<file path="src/rtl/muxed_addr_pkg.sv">
/*
  Constants for the multiplexed address command decoder: command codes,
  widths, burst settings, mode-register fields and the per-configuration
  latency tables.
  Assumes a single command clock shared with the controller.
*/
package muxed_addr_pkg;

  localparam int ADDR_BALLS = 19;
  localparam int ADDR_BITS  = 22;
  localparam int BANK_BITS  = 3;

  // command codes on the command pins
  typedef enum logic [1:0] {
    CMD_NOP     = 2'h0,
    CMD_READ    = 2'h1,
    CMD_WRITE   = 2'h2,
    CMD_REFRESH = 2'h3
  } cmd_t;

  typedef enum logic [1:0] {
    WIDTH_X9  = 2'h0,
    WIDTH_X18 = 2'h1,
    WIDTH_X36 = 2'h2
  } width_t;

  typedef enum logic [1:0] {
    BURST_2 = 2'h0,
    BURST_4 = 2'h1,
    BURST_8 = 2'h2
  } burst_t;

  // mode-register field that turns the two-part address on
  localparam int MUX_ENABLE_BIT = 5;

  localparam logic [2:0] CONFIG_RESET = 3'h1;
  localparam logic [3:0] READ_LAT_RESET = 4'h5;

  // read latency per configuration in multiplexed mode, index 1..5
  function automatic logic [3:0] read_latency_cycles(input logic [2:0] cfg);
    case (cfg)
      3'h1:    read_latency_cycles = 4'h5;
      3'h2:    read_latency_cycles = 4'h7;
      3'h3:    read_latency_cycles = 4'h9;
      3'h4:    read_latency_cycles = 4'h4;
      3'h5:    read_latency_cycles = 4'h6;
      default: read_latency_cycles = 4'h5;
    endcase
  endfunction : read_latency_cycles

  // write latency per configuration in multiplexed mode
  function automatic logic [3:0] write_latency_cycles(input logic [2:0] cfg);
    case (cfg)
      3'h1:    write_latency_cycles = 4'h6;
      3'h2:    write_latency_cycles = 4'h8;
      3'h3:    write_latency_cycles = 4'hA;
      3'h4:    write_latency_cycles = 4'h5;
      3'h5:    write_latency_cycles = 4'h7;
      default: write_latency_cycles = 4'h6;
    endcase
  endfunction : write_latency_cycles

endpackage : muxed_addr_pkg

</file>
<file path="src/rtl/muxed_address_command_decode.sv">
/*
  Command and address capture of the memory in its two-part address mode.
  Assumes the controller drives command, bank and address balls from logic
  on the same clock, so no synchronisers; latency configuration, width and
  burst setting arrive as static inputs.
*/
// Contract
// - a mode register set with ball A5 high turns the two-part address format on.
// - the address comes in two parts on consecutive edges, bank and command with the first.
// - first-part balls A0,A3,A4,A5,A8,A9,A10,A13,A14,A17,A18 carry the same-numbered bits.
// - second-part balls A3,A4,A8,A9,A13,A14,A17,A18 carry bits A1,A2,A6,A7,A11,A12,A16,A15.
// - x36 burst eight ignores first-part ball A18, and x36 burst four or eight ignores second-part ball A10.
// - ball A10 of the second part is bit A19 for x36 burst two, x18 burst two/four and every x9 case.
// - second-part A0 is bit A20 for x18 burst two and x9 burst two/four; A5 is A21 only for x9 burst two.
// - don't-care ball positions never affect the decoded address.
// - multiplexed mode adds one cycle to read and write latency.
// - read data comes back after 5, 7, 9, 4 or 6 cycles per configuration.
// - auto refresh executes on the next edge using only its bank address.
// - after a refresh the next command may follow on the very next clock.
module muxed_address_command_decode
  import muxed_addr_pkg::*;
(
  // clock and reset
  input  wire logic                  sys_clk,
  input  wire logic                  rst,
  // static configuration
  input  wire logic [2:0]            config_sel,
  input  wire width_t                data_width,
  input  wire burst_t                burst_length_setting,
  // command and address balls
  input  wire cmd_t                  cmd,
  input  wire logic                  mode_register_set_command,
  input  wire logic [BANK_BITS-1:0]  bank,
  input  wire logic [ADDR_BALLS-1:0] addr_ball,
  // decoded access
  output logic                       mux_mode,
  output logic                       access_valid,
  output cmd_t                       access_cmd,
  output logic [BANK_BITS-1:0]       access_bank,
  output logic [ADDR_BITS-1:0]       access_addr,
  output logic                       refresh_valid,
  output logic [BANK_BITS-1:0]       refresh_bank,
  output logic                       read_data_due,
  output logic                       write_data_due
);

  // ----------------------------------------
  // capture state
  // ----------------------------------------
  typedef enum logic [0:0] {
    ST_FIRST  = 1'b0,
    ST_SECOND = 1'b1
  } cap_state_t;

  cap_state_t             state, next_state;
  logic                   next_mux_mode;
  cmd_t                   held_cmd, next_held_cmd;
  logic [BANK_BITS-1:0]   held_bank, next_held_bank;
  logic [ADDR_BALLS-1:0]  held_first, next_held_first;
  logic                   next_access_valid, next_refresh_valid;
  cmd_t                   next_access_cmd;
  logic [BANK_BITS-1:0]   next_access_bank, next_refresh_bank;
  logic [ADDR_BITS-1:0]   next_access_addr;
  logic [ADDR_BITS-1:0]   mapped;
  logic [15:0]            rd_pipe, wr_pipe, next_rd_pipe, next_wr_pipe;
  logic [3:0]             rl, wl;

  // two-part address mapping by width and burst
  always_comb begin
    mapped = '0;
    // first part: straight bits
    mapped[0]  = held_first[0];
    mapped[3]  = held_first[3];
    mapped[4]  = held_first[4];
    mapped[5]  = held_first[5];
    mapped[8]  = held_first[8];
    mapped[9]  = held_first[9];
    mapped[10] = held_first[10];
    mapped[13] = held_first[13];
    mapped[14] = held_first[14];
    mapped[17] = held_first[17];
    if (!(data_width == WIDTH_X36 && burst_length_setting == BURST_8)) begin
      mapped[18] = held_first[18];
    end
    // second part: fixed remap
    mapped[1]  = addr_ball[3];
    mapped[2]  = addr_ball[4];
    mapped[6]  = addr_ball[8];
    mapped[7]  = addr_ball[9];
    mapped[11] = addr_ball[13];
    mapped[12] = addr_ball[14];
    mapped[16] = addr_ball[17];
    mapped[15] = addr_ball[18];
    if ((data_width == WIDTH_X36 && burst_length_setting == BURST_2)
        || (data_width == WIDTH_X18 && burst_length_setting != BURST_8)
        || data_width == WIDTH_X9) begin
      mapped[19] = addr_ball[10];
    end
    if ((data_width == WIDTH_X18 && burst_length_setting == BURST_2)
        || (data_width == WIDTH_X9 && burst_length_setting != BURST_8)) begin
      mapped[20] = addr_ball[0];
    end
    if (data_width == WIDTH_X9 && burst_length_setting == BURST_2) begin
      mapped[21] = addr_ball[5];
    end
  end

  assign rl = read_latency_cycles(config_sel);
  assign wl = write_latency_cycles(config_sel);

  // ----------------------------------------
  // next-state logic
  // ----------------------------------------
  always_comb begin
    next_state         = state;
    next_mux_mode      = mux_mode;
    next_held_cmd      = held_cmd;
    next_held_bank     = held_bank;
    next_held_first    = held_first;
    next_access_valid  = 1'b0;
    next_access_cmd    = access_cmd;
    next_access_bank   = access_bank;
    next_access_addr   = access_addr;
    next_refresh_valid = 1'b0;
    next_refresh_bank  = refresh_bank;
    next_rd_pipe       = {1'b0, rd_pipe[15:1]};
    next_wr_pipe       = {1'b0, wr_pipe[15:1]};
    case (state)
      ST_FIRST: begin
        if (mode_register_set_command) begin
          next_mux_mode = addr_ball[MUX_ENABLE_BIT];
          // a mode register set in muxed mode still takes two parts
          if (mux_mode) begin
            next_state = ST_SECOND;
          end
        end else if (cmd == CMD_REFRESH) begin
          // no second part, next edge is free for a new command
          next_refresh_valid = 1'b1;
          next_refresh_bank  = bank;
        end else if (cmd == CMD_READ || cmd == CMD_WRITE) begin
          if (mux_mode) begin
            next_held_cmd   = cmd;
            next_held_bank  = bank;
            next_held_first = addr_ball;
            next_state      = ST_SECOND;
          end else begin
            next_access_valid = 1'b1;
            next_access_cmd   = cmd;
            next_access_bank  = bank;
            next_access_addr  = {3'h0, addr_ball};
          end
        end
      end
      ST_SECOND: begin
        // command pins ignored while second part is on the balls
        next_state = ST_FIRST;
        if (held_cmd != CMD_NOP) begin
          next_access_valid = 1'b1;
          next_access_cmd   = held_cmd;
          next_access_bank  = held_bank;
          next_access_addr  = mapped;
          // latencies count from the first-part edge, one edge already gone
          if (held_cmd == CMD_READ) begin
            next_rd_pipe[rl - 4'h2] = 1'b1;
          end else begin
            next_wr_pipe[wl - 4'h2] = 1'b1;
          end
        end
        next_held_cmd = CMD_NOP;
      end
      default: next_state = ST_FIRST;
    endcase
  end

  always_ff @(posedge sys_clk or posedge rst) begin
    if (rst) begin
      state          <= ST_FIRST;
      mux_mode       <= 1'b0;
      held_cmd       <= CMD_NOP;
      held_bank      <= '0;
      held_first     <= '0;
      access_valid   <= 1'b0;
      access_cmd     <= CMD_NOP;
      access_bank    <= '0;
      access_addr    <= '0;
      refresh_valid  <= 1'b0;
      refresh_bank   <= '0;
      rd_pipe        <= '0;
      wr_pipe        <= '0;
      read_data_due  <= 1'b0;
      write_data_due <= 1'b0;
    end else begin
      state          <= next_state;
      mux_mode       <= next_mux_mode;
      held_cmd       <= next_held_cmd;
      held_bank      <= next_held_bank;
      held_first     <= next_held_first;
      access_valid   <= next_access_valid;
      access_cmd     <= next_access_cmd;
      access_bank    <= next_access_bank;
      access_addr    <= next_access_addr;
      refresh_valid  <= next_refresh_valid;
      refresh_bank   <= next_refresh_bank;
      rd_pipe        <= next_rd_pipe;
      wr_pipe        <= next_wr_pipe;
      read_data_due  <= next_rd_pipe[0];
      write_data_due <= next_wr_pipe[0];
    end
  end

  // ----------------------------------------
  // checks
  // ----------------------------------------
  chk_mode_enable: assert property (@(posedge sys_clk) disable iff (rst)
    (state == ST_FIRST && mode_register_set_command) |=> mux_mode == $past(addr_ball[MUX_ENABLE_BIT]))
    else $error("mux mode not taken from A5");
  chk_two_part: assert property (@(posedge sys_clk) disable iff (rst)
    (state == ST_FIRST && !mode_register_set_command && mux_mode && cmd == CMD_READ)
      |=> ##1 access_valid && access_cmd == CMD_READ)
    else $error("read not issued after second part");
  chk_second_map: assert property (@(posedge sys_clk) disable iff (rst)
    (state == ST_SECOND && held_cmd != CMD_NOP) |=> access_addr[1] == $past(addr_ball[3])
      && access_addr[15] == $past(addr_ball[18]))
    else $error("second part remap wrong");
  chk_x36_dontcare: assert property (@(posedge sys_clk) disable iff (rst)
    (access_valid && mux_mode && data_width == WIDTH_X36 && burst_length_setting == BURST_8)
      |-> access_addr[19:18] == 2'h0)
    else $error("x36 burst eight don't care leaked");
  chk_high_bits: assert property (@(posedge sys_clk) disable iff (rst)
    (access_valid && mux_mode && data_width != WIDTH_X9) |-> access_addr[21] == 1'b0)
    else $error("bit 21 set outside x9");
  chk_refresh_next: assert property (@(posedge sys_clk) disable iff (rst)
    (state == ST_FIRST && !mode_register_set_command && cmd == CMD_REFRESH)
      |=> refresh_valid && refresh_bank == $past(bank) && state == ST_FIRST)
    else $error("refresh not executed on next edge");
  chk_read_lat4: assert property (@(posedge sys_clk) disable iff (rst)
    (state == ST_FIRST && mux_mode && !mode_register_set_command && cmd == CMD_READ && config_sel == 3'h4)
      |-> ##4 read_data_due)
    else $error("read latency four missed");
  chk_read_lat5: assert property (@(posedge sys_clk) disable iff (rst)
    (state == ST_FIRST && mux_mode && !mode_register_set_command && cmd == CMD_READ && config_sel == 3'h1)
      |-> ##5 read_data_due)
    else $error("read latency five missed");
  cov_refresh: cover property (@(posedge sys_clk) refresh_valid ##2 access_valid);
  cov_read: cover property (@(posedge sys_clk) read_data_due);
  cov_write: cover property (@(posedge sys_clk) write_data_due);

endmodule : muxed_address_command_decode

</file>
<file path="config.mk">
export PLATFORM = sky130hd
export DESIGN_NAME = muxed_address_command_decode
export DESIGN_NICKNAME = d
export VERILOG_FILES = /design/src/rtl/muxed_addr_pkg.sv /design/src/rtl/muxed_address_command_decode.sv
export SDC_FILE = /design/constraint.sdc
export NUM_CORES = 1
export LEC_CHECK = 0
export BUFFER_PORTS_ARGS = -buffer_cell sky130_fd_sc_hd__buf_4
export CORE_UTILIZATION = 55
export CTS_BUF_LIST = sky130_fd_sc_hd__clkbuf_2 sky130_fd_sc_hd__clkbuf_4 sky130_fd_sc_hd__clkbuf_8
export CTS_CLUSTER_SIZE = 10
export DETAILED_ROUTE_END_ITERATION = 12
export PLACE_DENSITY_LB_ADDON = 0.2
export SETUP_SLACK_MARGIN = 0.15
export SLEW_MARGIN = 10
export SYNTH_ARGS = -nofsm -noshare
export SYNTH_HDL_FRONTEND = slang
export SYNTH_SLANG_ARGS = --single-unit
</file>
<file path="constraint.sdc">
create_clock -name sys_clk -period 2.65 [get_ports sys_clk]
set_input_delay 0.1325 -clock sys_clk [delete_from_list [all_inputs] [get_ports sys_clk]]
set_output_delay 0.1325 -clock sys_clk [all_outputs]
set_load 0.01 [all_outputs]
</file>
==> results of run 1 <==
==> layer usage <==
metal	share of wire	wire length, µm
met5	0	0
met1	0.44	2730
met2	0.49	3010
met3	0.064	394
met4	0.0074	46
==> final cells by class <==
class / instances / area [µm²] / area share
repair buffers: 76 / 573 / 0.136
multi-input cells: 134 / 1270 / 0.301
clock inverters: 2 / 35.0 / 0.00828
flip-flops and latches: 82 / 2050 / 0.485
well taps: 75 / 93.8 / 0.0222
clock buffers: 13 / 173 / 0.0408
inverters: 7 / 27.5 / 0.00651
==> cells in the mapped netlist, drive strengths merged, types with 2 or more instances <==
library cell  number
o31ai              2
and3b              2
o21ai              3
a41o              10
inv                7
mux2i              2
nor2               7
nor3b              3
dfrtp             82
mux2              67
a31o               6
clkbuf            14
ha                 2
nand2              4
o41ai              2
nor2b              2
and2               2
nand2b             4
buf                8
==> state kept, by name, indices dropped and copies added (netlist names), 2 cells and up <==
name,count
refresh_bank,3
held_cmd,2
held_bank,3
access_addr,22
access_cmd,2
access_bank,3
wr_pipe,16
rd_pipe,16
held_first,11
==> through the flow <==
step	cell area (µm²)	hold slack (ns)
3_3_place_gp	4010	0.223
2_1_floorplan	3460	0.283
3_5_place_dp	4010	0.228
6_report	4230	0.0372
5_1_grt	4230	0.0231
4_1_cts	4230	0.0186
==> logic make-up (layout without fill, tap and decap cells) <==
logic type | Yosys count | after routing | synth area share
AOI/OAI and AO/OA | 28 | 28 | 0.0752
xor gates and xnor gates | 2 | 2 | 0.00506
adders and majority gates | 2 | 2 | 0.00723
buffers and inverters | 29 | 98 | 0.0387
DFF | 82 | 82 | 0.593
muxes | 69 | 69 | 0.224
other | 1 | 1 | 0.00108
and+or+nand+nor | 32 | 32 | 0.0560
==> power groups by stage <==
| stage | clock network [W] | registers [W] | logic [W] |
|---|---|---|---|
| after floorplan | 0 | 0.00190 | 0.000635 |
| after global placement | 0 | 0.00182 | 0.00120 |
| after detailed placement | 0 | 0.00183 | 0.00123 |
| after CTS | 0.000944 | 0.00181 | 0.00123 |
| after global routing | 0.000988 | 0.00186 | 0.00132 |
| final | 0.000915 | 0.00181 | 0.00121 |
==> worst paths after layout <==
check,from,to,slack [ns],depth (start not counted)
hold / removal,addr_ball[13],held_first[13]$_DFFE_PP0P_,0.04,2
max in group asynchronous,rst,held_first[17]$_DFFE_PP0P_,1.52,4
hold reg to reg,wr_pipe[13]$_DFF_PP0_,wr_pipe[12]$_DFF_PP0_,0.35,0
setup / recovery,state$_DFF_PP0_,access_addr[21]$_DFFE_PP0P_,0.83,4
setup reg to reg,state$_DFF_PP0_,access_addr[21]$_DFFE_PP0P_,0.83,4
min in group asynchronous,rst,access_addr[4]$_DFFE_PP0P_,0.40,3
==> worst max-delay path, stage by stage, from the launching register on <==
cell	delay [ns]
dfrtp_1	0.41
buf_4	0.36
or4b_2	0.63
nor3b_1	0.17
mux2_2	0.17
==> repair_timing <==
item                                    in CTS  in global routing
hold buffers                                 1                  0
endpoints found under the setup margin       0                  0
buffers inserted                             0                  0
endpoints found under the hold margin       35                  0
==> impl_summary.md, run 1 <==
Outcome
The flow ran to the end, and the final reports show no timing, DRC or antenna violations.

Detailed routing
The average via count per standard cell is 5.47. The routed length per placed instance is 15.9 µm. The first routing iteration left 64 violations. The number of design rule violations left after detail routing is 0.

The detail route stage leaves a number of antenna-violating nets equal to 0. The total iterations of the first detailed-routing run is 4. After detailed routing, the total wire length is a little over 6 mm. The total via count in the routed design is 2126.

Timing
The final worst clock skew is 0.00823 ns. The final critical-path required period is 1.82 ns. Headroom to the max-slew limit came out at 0.593. Setup violations remaining at the end of the flow were counted as 0. Setup repair after global routing left no endpoint under its margin.

The count of final hold-check violations was 0. The peak clock frequency supported by timing is 549 MHz. Setup slack closes at 0.829 ns. The max-slew violation total from the final report was 0.

The transition at the pin with the smallest max-transition slack is 0.610 ns. Summed over all failing endpoints, the final setup total negative slack is 0 ns. Dividing the final minimum period by the clock period gives 0.687.

Pwr
The power share of the clock group is 0.233. The total power per unit cell area is 930 nW/µm². For this design the total switching power over the nets is 0.00108 W. IR analysis of the VDD net gives a maximum drop of 0.519 mV. The internal portion of the total power is 0.00285 W. The share of total power dissipated in combinational logic is 0.307.

The design draws 0.00393 W. The share of total power consumed by net switching is 0.275. The share of total power dissipated in sequential elements is 0.460. For this design the static power due to leakage is just over 2 nW.

Synth
The number of instances in the synthesized netlist is 245. For this run, the register share of the synthesized area comes to 0.593. The most used flip-flop cell after synthesis is dfrtp_1. The post-synthesis instance area is 3460 µm². The fraction of post-synthesis cell area in the top cell type by area is 0.593.

The post-synthesis cell type with the largest combined area is dfrtp_1. The post-synthesis sequential element count is 82. In this run, synthesis inferred 0 flip-flops with an integrated enable. Ranked by total cell area, the synthesized netlist is headed by dfrtp_1 (59%), mux2_2 (22%), a41o_1 (2.9%). The average cell area after synthesis is 14.1 µm². The proportion of synthesized flip-flops having asynchronous set or reset is 1.00. For this run, the number of Yosys warnings is 0. When the netlist entered floorplanning its net count stood at 281. The count of unique library cells instantiated by Yosys is 39.

Die
After floorplanning, the core was sized to cover 5990 µm². The initialized floorplan defines 28 standard-cell rows. The die covers between 6000 and 7000 µm². The die is slightly above 80 µm wide. For this configuration, the core starts out at a cell density of 0.578. The chip height is 81.3 µm.

For this design the top-level I/O count stands at 69.

Placement
Once placement completed, the tool counted placed cells totaling 373. The final RePlAce weighted congestion is approximately 0.8. The count of buffers inserted at the top-level ports is 68. Timing analysis after detailed placement gives a worst setup slack of 0.675 ns.

The half-perimeter wire length after detailed placement is 4.36 mm.

GRT
Global routing finished with a remaining overflow of 0. For met1 alone, demand over resource in global routing was 0.273. The layer carrying the most global-route usage is met2. The largest net degree at the start of global routing is 38. For this run, the total global-route usage over all layers was measured as 0.212. The first global-routing pass estimated 10.2 mm of wire. The via count of the first global-routing pass is between 2000 and 2500. For met2 alone, demand over resource in global routing was 0.330. The initial antenna violation count is 0. The global-route met3 utilization is 0.0831.

Final layout
The final cell count without fillers is 389. The fraction of layout instances using a drive strength above 1 is 0.538. The filler cells instantiated in the layout total 442. In the layout the commonest cells are dfrtp_1 (82), buf_4 (75), mux2_2 (67). The most common cell after layout, fill and taps aside is dfrtp_1.

The relative area change from synthesis to final layout is 22.2%. The post-route core utilization is 0.706. The net total in the final layout is 346. The diode insertion count for antenna repair is 0.

Job
The count of max-cap constraint violations is 0.

Critical path
The critical path start-end classification is reg2reg. The endpoint arrival time on the critical path is between 2 and 2.5 ns. The data required time at the worst endpoint is 2.92 ns. The kind of end point of the critical path is a flop.

STA classifies the critical path startpoint as a flop. The largest driver fanout on the critical path is 29.

Clock network
The number of gates resized after CTS was 0. TritonCTS built the clock tree. After clock tree synthesis, the clock-pin slew on the worst setup and hold paths is 0.07 ns.

The count of H-tree levels built during CTS is 3. The insertion delay of the later-clocked pin in the worst-skew pair is between 0.3 and 0.4 ns. The maximum clock insertion buffer count is 2. CTS placed an instance of clkbuf_8 at the clock tree root. The CTS sink count is 82.

Counting the buffers created by CTS gives 9.

Hold path
The type of the most critical hold path is in2reg.
No activity file was read; power rests on OpenSTA's default activity.
==> run 2, diff against run 1 <==
==> constraint.sdc (replaced) <==
create_clock -name sys_clk -period 1.7 [get_ports sys_clk]
set_input_delay 0.085 -clock sys_clk [delete_from_list [all_inputs] [get_ports sys_clk]]
set_output_delay 0.085 -clock sys_clk [all_outputs]
set_load 0.01 [all_outputs]
==> run 2 against run 1 <==
Sequential share of layout area is 4.1 points lower. Final cell count rose by 7.7%. Global-route usage up 0.86 points. Die area is the same. Critical path type unchanged. Clock skew up 0.0048 ns. First-iteration DRC count grew 55%.
==> impl_summary.md, run 2 (synthesized netlist as in run 1, its figures left out) <==
Pwr
The share of total power consumed by net switching is 0.296 (+0.0219). The relative contribution of sequential cells to total power is 0.442 (-0.018). The share of total power in combinational logic came to 0.352 (+0.045).

The total power per unit cell area is 1390 nW/µm² (+49%). The internal power contribution was 0.00452 W (+58%). The largest voltage drop on the vdd net was 0.947 mV (+82%). The switching power is 0.00190 W (+76%). The leakage power of the design came to 2.24 nW (+9.6%). The power share of the clock group is 0.206 (-0.027).

Placement
The final RePlAce weighted congestion is 0.769 (-4.4%). The count of buffers inserted at the top-level ports is 68 (unchanged). The half-perimeter wire length after detailed placement is 4.52 mm (+3.5%). The placement-stage cell area is 4130 µm² (+2.8%).

Clock network
The insertion delay of the later-clocked pin in the worst-skew pair was 0.35 ns (about the same). The count of H-tree levels built during CTS is 3 (unchanged). The tree is rooted in a clkbuf_8. The CTS sink count came to 82 (unchanged). The maximum clock insertion buffer count is 2 (unchanged). The clock tree from TritonCTS is done. The number of CTS-inserted buffers is 9 (unchanged). The clock-pin slew reported for the worst setup and hold paths after clock tree synthesis came to 0.09 ns (+0.02 ns).

Final layout
In the final layout, the registers with the most flip-flops are access_addr (22), rd_pipe (16), wr_pipe (16). From synthesis to final layout, the design area changed by 33.6%. The flip-flop count of the largest register, all copies and words added came to 22 (unchanged). The largest register by flop count is access_addr.

The fraction of layout instances using a drive strength above 1 came to 0.549 (+0.0112). The area of the multi-input gates is 1360 µm² (+6.8%). The cell area after layout is 4620 µm² (+9.3%). The number of fill cells in the layout is 365 (-17%).

The net total in the final layout is 375 (+8.4%). The sequential cell area is 2050 µm² (+0.12%). Leaving out fill and tap cells, the most frequent cell in the layout is buf_4. The diode insertion count for antenna repair is 0 (unchanged). In the layout the commonest cells are buf_4 (82), dfrtp_1 (80), mux2_2 (47). The post-route core utilization was 0.772 (+0.0660).

Detailed routing
The DRC violation total after the first TritonRoute iteration is 99 (+55%). The routed length per placed instance came to 16.9 µm (+6.1%). The overall routed net length is 7.06 mm (+14%).

The number of design rule violations left after detail routing was 0 (unchanged). The average via count per standard cell came to 5.44 (-0.43%). The total iterations of the first detailed-routing run came to 4 (unchanged). The total via count in the routed design was 2280 (+7.2%).

The count of antenna-violating nets left after detailed routing is 0 (unchanged).

Critical path
The delay of the slowest cell on the worst path is 0.47 ns (-0.16 ns). The worst setup path is of the reg2reg kind. The startpoint of the most critical setup path is state$_DFF_PP0_.

The data required time at the worst endpoint is 1.93 ns (-0.99 ns). The source of the worst register-to-register timing path is state$_DFF_PP0_. Walking the worst path, the cells encountered are o41ai_4 -> buf_6 -> buf_8 -> mux2_2. The slowest stage cell on the critical path is dfrtp_2.

The worst setup path is captured at a flop. The number of buffer and inverter stages on the critical path is 2 (+1). The largest driver fanout on the critical path was 6 (-79%). The endpoint arrival time on the critical path is 1.78 ns (-0.32 ns). The cell family contributing the most delay on the critical path is flip-flops.

The worst setup path is launched from a flop.

Timing
The count of final setup violators is 0 (unchanged). Setup repair after global routing could not meet its margin everywhere. The count of final hold-check violations came to 0 (unchanged). The peak clock frequency supported by timing was 644 MHz (+17%). The period utilization is 0.913 (+0.226). The tightest hold margin is 0.00876 ns (-0.0285 ns). The final critical-path required period came to 1.55 ns (-0.269 ns). The final sum of negative setup slack came to 0 ns (unchanged). The max-slew violation total from the final report is 0 (unchanged). The transition at the pin with the smallest max-transition slack is 0.630 ns (+0.0199 ns). The headroom to the max-slew limit is 0.579 (-0.0137). The final worst clock skew is 0.0130 ns (+0.00480 ns).

Outcome
The run finished with clean final reports.

GRT
The via count of the first global-routing pass is 2256 (+6.6%). The all-layer global routing usage came to 0.220 (+0.00862). The largest net degree at the start of global routing was 30 (-21%). The overflow left after global routing was 0 (unchanged).

The global-route wire length before repair came to 10.7 mm (+4.5%). The initial antenna violation count is 0 (unchanged).

Hold path
The startpoint identified for the worst hold timing path is addr_ball[5]. The type of the most critical hold path is in2reg.

Die
The core area is 5990 µm² (unchanged). The chip height is 81.3 µm (unchanged). The number of top-level pins is 69 (unchanged).

The chip width is 81.3 µm (unchanged). The total die area is 6610 µm² (unchanged). The number of placement rows is 28 (unchanged).

The initial core utilization is 0.578 (unchanged).

Job
The count of max-cap constraint violations is 0 (unchanged).
## run 2: cell types whose count changed in the layout (fill, tap and decap cells not counted), moves of 2 or more
cell,before,now
buf_12,0,2
buf_4,75,82
buf_6,0,2
buf_8,0,3
clkbuf_8,12,10
clkinv_2,2,0
clkinvlp_4,0,4
dfrtp_1,82,80
dfrtp_2,0,2
dlygate4sd3_1,1,15
inv_6,0,2
mux2_2,67,47
mux2_4,0,20
## run 2: layout make-up
class	count	share of cell area
Sequential cell	82	0.444
Multi-Input combinational cell	134	0.294
Timing Repair Buffer	105	0.194
Clock buffer	10	0.0298
Tap cell	75	0.0203
Clock inverter	6	0.0106
Inverter	7	0.00649
## run 2: what timing repair did
item                                    in CTS  in global routing
gates cloned                                 0                  2
pin swaps                                    1                  1
endpoints found under the hold margin       42                  0
setup buffers                                0                  2
hold buffers                                15                  0
resized for setup                            3                 30
endpoints found under the setup margin      43                 41
## run 2: routing by layer
layer  global-route usage  routed length, µm  part of all wire
met5                    0                  0                 0
met4               0.0857                 49            0.0069
met3               0.0539                349             0.049
met2                0.334               3470              0.49
met1                0.305               3200              0.45
## run 2: worst paths after layout
| check | to | slack (ns) | depth (start not counted) |
|---|---|---|---|
| setup / recovery | access_addr[13]$_DFFE_PP0P_ | 0.15 | 4 |
| hold / removal | mux_mode$_DFFE_PP0P_ | 0.009 | 2 |
| setup reg to reg | access_addr[13]$_DFFE_PP0P_ | 0.15 | 4 |
| hold reg to reg | wr_pipe[13]$_DFF_PP0_ | 0.34 | 0 |
| max in group asynchronous | wr_pipe[0]$_DFF_PP0_ | 0.72 | 4 |
| min in group asynchronous | rd_pipe[15]$_DFF_PP0_ | 0.37 | 3 |
## run 2: per-stage QoR
stage	power [W]	worst slack (ns)	cells
2_1_floorplan	0.00395	0.0275	245
3_3_place_gp	0.00476	0.0726	384
3_5_place_dp	0.00481	0.0486	384
4_1_cts	0.00617	0.143	415
5_1_grt	0.00680	0.0959	419
6_report	0.00642	0.148	419
## run 2: power groups by stage
stage / Sequential, W / Clock, W / Combinational (W)
2_1_floorplan: 0.00296 / 0 / 0.000992
3_3_place_gp: 0.00284 / 0 / 0.00192
4_1_cts: 0.00282 / 0.00135 / 0.00200
5_1_grt: 0.00292 / 0.00143 / 0.00245
3_5_place_dp: 0.00284 / 0 / 0.00196
6_report: 0.00284 / 0.00132 / 0.00226
==> run 3, diff against run 2 <==
--- a/config.mk
+++ b/config.mk
@@ -11,7 +11,6 @@
 export CTS_CLUSTER_SIZE = 10
 export DETAILED_ROUTE_END_ITERATION = 12
 export PLACE_DENSITY_LB_ADDON = 0.2
-export SETUP_SLACK_MARGIN = 0.15
 export SLEW_MARGIN = 10
 export SYNTH_ARGS = -nofsm -noshare
 export SYNTH_HDL_FRONTEND = slang
==> run 3 against run 2 <==
Final cell count is 1.4% lower. Non-clock buffer count down 5. Via count down 0.61%. Wire length shrank 10%. Critical path depth shrank 1. Critical path type unchanged. Largest cell class unchanged. Largest power group unchanged.
==> impl_summary.md, run 3 (synthesized netlist as in run 1, its figures left out) <==
Die
The chip height is 81.3 µm (unchanged). The chip width came to 81.3 µm (unchanged). The total die area is 6610 µm² (unchanged). The core area is 5990 µm² (unchanged). The number of placement rows is 28 (unchanged). The number of top-level pins is 69 (unchanged). The initial core utilization was 0.578 (unchanged).

Timing
The max-slew violation total from the final report is 0 (unchanged). The peak clock frequency supported by timing was 621 MHz (-3.6%). The count of final hold-check violations came to 0 (unchanged). The count of final setup violators came to 0 (unchanged).

The transition at the pin with the smallest max-transition slack is 0.575 ns (-0.0551 ns). Setup repair after global routing left no endpoint under its margin. The tightest hold margin is 0.0182 ns (+0.00940 ns). The final worst clock skew is 0.0124 ns (-0.000575 ns).

The final critical-path required period is 1.61 ns (+0.0576 ns). The slack of the critical path is 0.0900 ns (-0.0576 ns). The period utilization is 0.947 (+0.0339). The final sum of negative setup slack was 0 ns (unchanged). The headroom to the max-slew limit is 0.614 (+0.0349).

Critical path
The logic depth of the worst register-to-register path is 3 (-1). The register-to-register path setup slack is 0.09 ns (-0.06 ns). The data required time at the worst endpoint came to 1.93 ns (about the same). The worst setup path is captured at a flop.

The worst setup path is launched from a flop. The source of the worst register-to-register timing path is state$_DFF_PP0_. The endpoint arrival time on the critical path is 1.84 ns (+0.06 ns). The endpoint of the worst-slack reg-to-reg timing path is access_addr[6]$_DFFE_PP0P_. The largest driver fanout on the critical path is 15 (+9). The critical path start-end classification is reg2reg.

GRT
The initial antenna violation count is 0 (unchanged). The largest net degree at the start of global routing is 83 (+180%). The global-route wire length before repair is 10.6 mm (-1.0%). The via count of the first global-routing pass came to 2217 (-1.7%).

The all-layer global routing usage is 0.217 (-0.00303). The overflow left after global routing is 0 (unchanged).

Detailed routing
The overall routed net length is 6.36 mm (-10%). The average via count per standard cell came to 5.49 (+0.83%). The total via count in the routed design was 2266 (-0.61%).

The routed length per placed instance is 15.4 µm (-8.7%). The DRC violation total after the first TritonRoute iteration is 66 (-33%). The count of antenna-violating nets left after detailed routing is 0 (unchanged). The number of design rule violations left after detail routing is 0 (unchanged). The total iterations of the first detailed-routing run is 4 (unchanged).

Hold path
In this run the most critical hold path is launched from cmd[0]. The terminating pin of the worst hold path is held_cmd[0]$_DFFE_PP0P_. The type of the most critical hold path is in2reg. The number of cells on the worst hold path is 3 (+1).

Clock network
The insertion delay of the later-clocked pin in the worst-skew pair is 0.34 ns (about the same). The clock-pin slew reported for the worst setup and hold paths after clock tree synthesis is 0.08 ns (about the same). The maximum clock insertion buffer count was 2 (unchanged). The buffer type at the clock tree root is clkbuf_8. The CTS sink count was 82 (unchanged). The count of H-tree levels built during CTS is 3 (unchanged).

The number of CTS-inserted buffers is 9 (unchanged). The post-CTS setup-driven buffer insertion count is 0 (unchanged). TritonCTS built the clock tree.

Job
The count of max-cap constraint violations is 0 (unchanged).

Placement
The final RePlAce weighted congestion came to 0.775 (+0.68%). The count of buffers inserted at the top-level ports came to 68 (unchanged). The worst slack at placement is 0.0277 ns (-0.0209 ns).

The half-perimeter wire length after detailed placement is 4.26 mm (-5.7%).

Final layout
Counting flops per register, the top entry is access_addr. The net total in the final layout was 370 (-1.3%). The library cells used most frequently in the layout, excluding fill and tap cells, are dfrtp_1 (81), buf_4 (81), mux2_2 (67).

The flip-flop count of the largest register, all copies and words added is 22 (unchanged). The largest registers in the layout are access_addr (22), rd_pipe (16), wr_pipe (16). The relative area change from synthesis to final layout is 30.0%. The diode insertion count for antenna repair is 0 (unchanged). The fraction of layout instances using a drive strength above 1 is 0.533 (-0.0169).

Pwr
The leakage power of the design came to 2.17 nW (-3.2%). The total power per unit cell area is 1420 nW/µm² (+2.0%). The largest voltage drop on the vdd net is 0.982 mV (+3.7%).

Outcome
The run finished with clean final reports.
run 3: layer usage:
| metal | wire [µm] | track usage | part of all wire |
|---|---|---|---|
| met1 | 2830 | 0.291 | 0.45 |
| met4 | 74 | 0.0804 | 0.012 |
| met5 | 0 | 0 | 0 |
| met2 | 3080 | 0.330 | 0.48 |
| met3 | 370 | 0.0708 | 0.058 |
run 3: cell type report:
class | count | area, µm²
clock buffer | 13 | 166
clock inverter | 2 | 60.1
fill | 406 | 1490
inverter | 7 | 30.0
multi-input combinational | 134 | 1270
sequential | 82 | 2050
tap | 75 | 93.8
timing repair buffer | 100 | 821
run 3: how the worst max path moves through the flow:
stage / from / endpoint / slack, ns / depth (start not counted)
floorplan: state$_DFF_PP0_ / access_addr[0]$_DFFE_PP0P_ / 0.005 / 3
global placement: state$_DFF_PP0_ / access_addr[13]$_DFFE_PP0P_ / 0.07 / 3
detailed placement: state$_DFF_PP0_ / access_addr[6]$_DFFE_PP0P_ / 0.03 / 3
CTS: state$_DFF_PP0_ / access_addr[6]$_DFFE_PP0P_ / 0.01 / 3
global route: state$_DFF_PP0_ / access_addr[8]$_DFFE_PP0P_ / 0.03 / 3
finish: state$_DFF_PP0_ / access_addr[6]$_DFFE_PP0P_ / 0.09 / 3
run 3: critical path, cell delays in order (launching register included):
cell	delay, ns
dfrtp_2	0.48
o41ai_4	0.42
buf_6	0.24
mux2_2	0.35
run 3: what timing repair did:
item	CTS	global route
hold endpoints to repair	99	0
gates resized for setup	0	3
setup endpoints to repair	0	21
hold buffers	15	0
run 3: through the flow:
step / cells / area (µm²) / utilization / power [W]
3_5_place_dp: 383 / 4110 / 0.687 / 0.00482
3_3_place_gp: 383 / 4110 / 0.687 / 0.00476
4_1_cts: 413 / 4490 / 0.750 / 0.00643
6_report: 413 / 4500 / 0.751 / 0.00637
2_1_floorplan: 245 / 3460 / - / 0.00395
5_1_grt: 413 / 4500 / 0.751 / 0.00674
run 3: where the power goes:
group	leakage (nW)	switching (W)	total [W]	internal [W]
clock	0.117	0.000641	0.00158	0.000934
combinational	1.04	0.000777	0.00199	0.00121
sequential	1.01	0.000298	0.00281	0.00251
total	2.17	0.00172	0.00637	0.00466
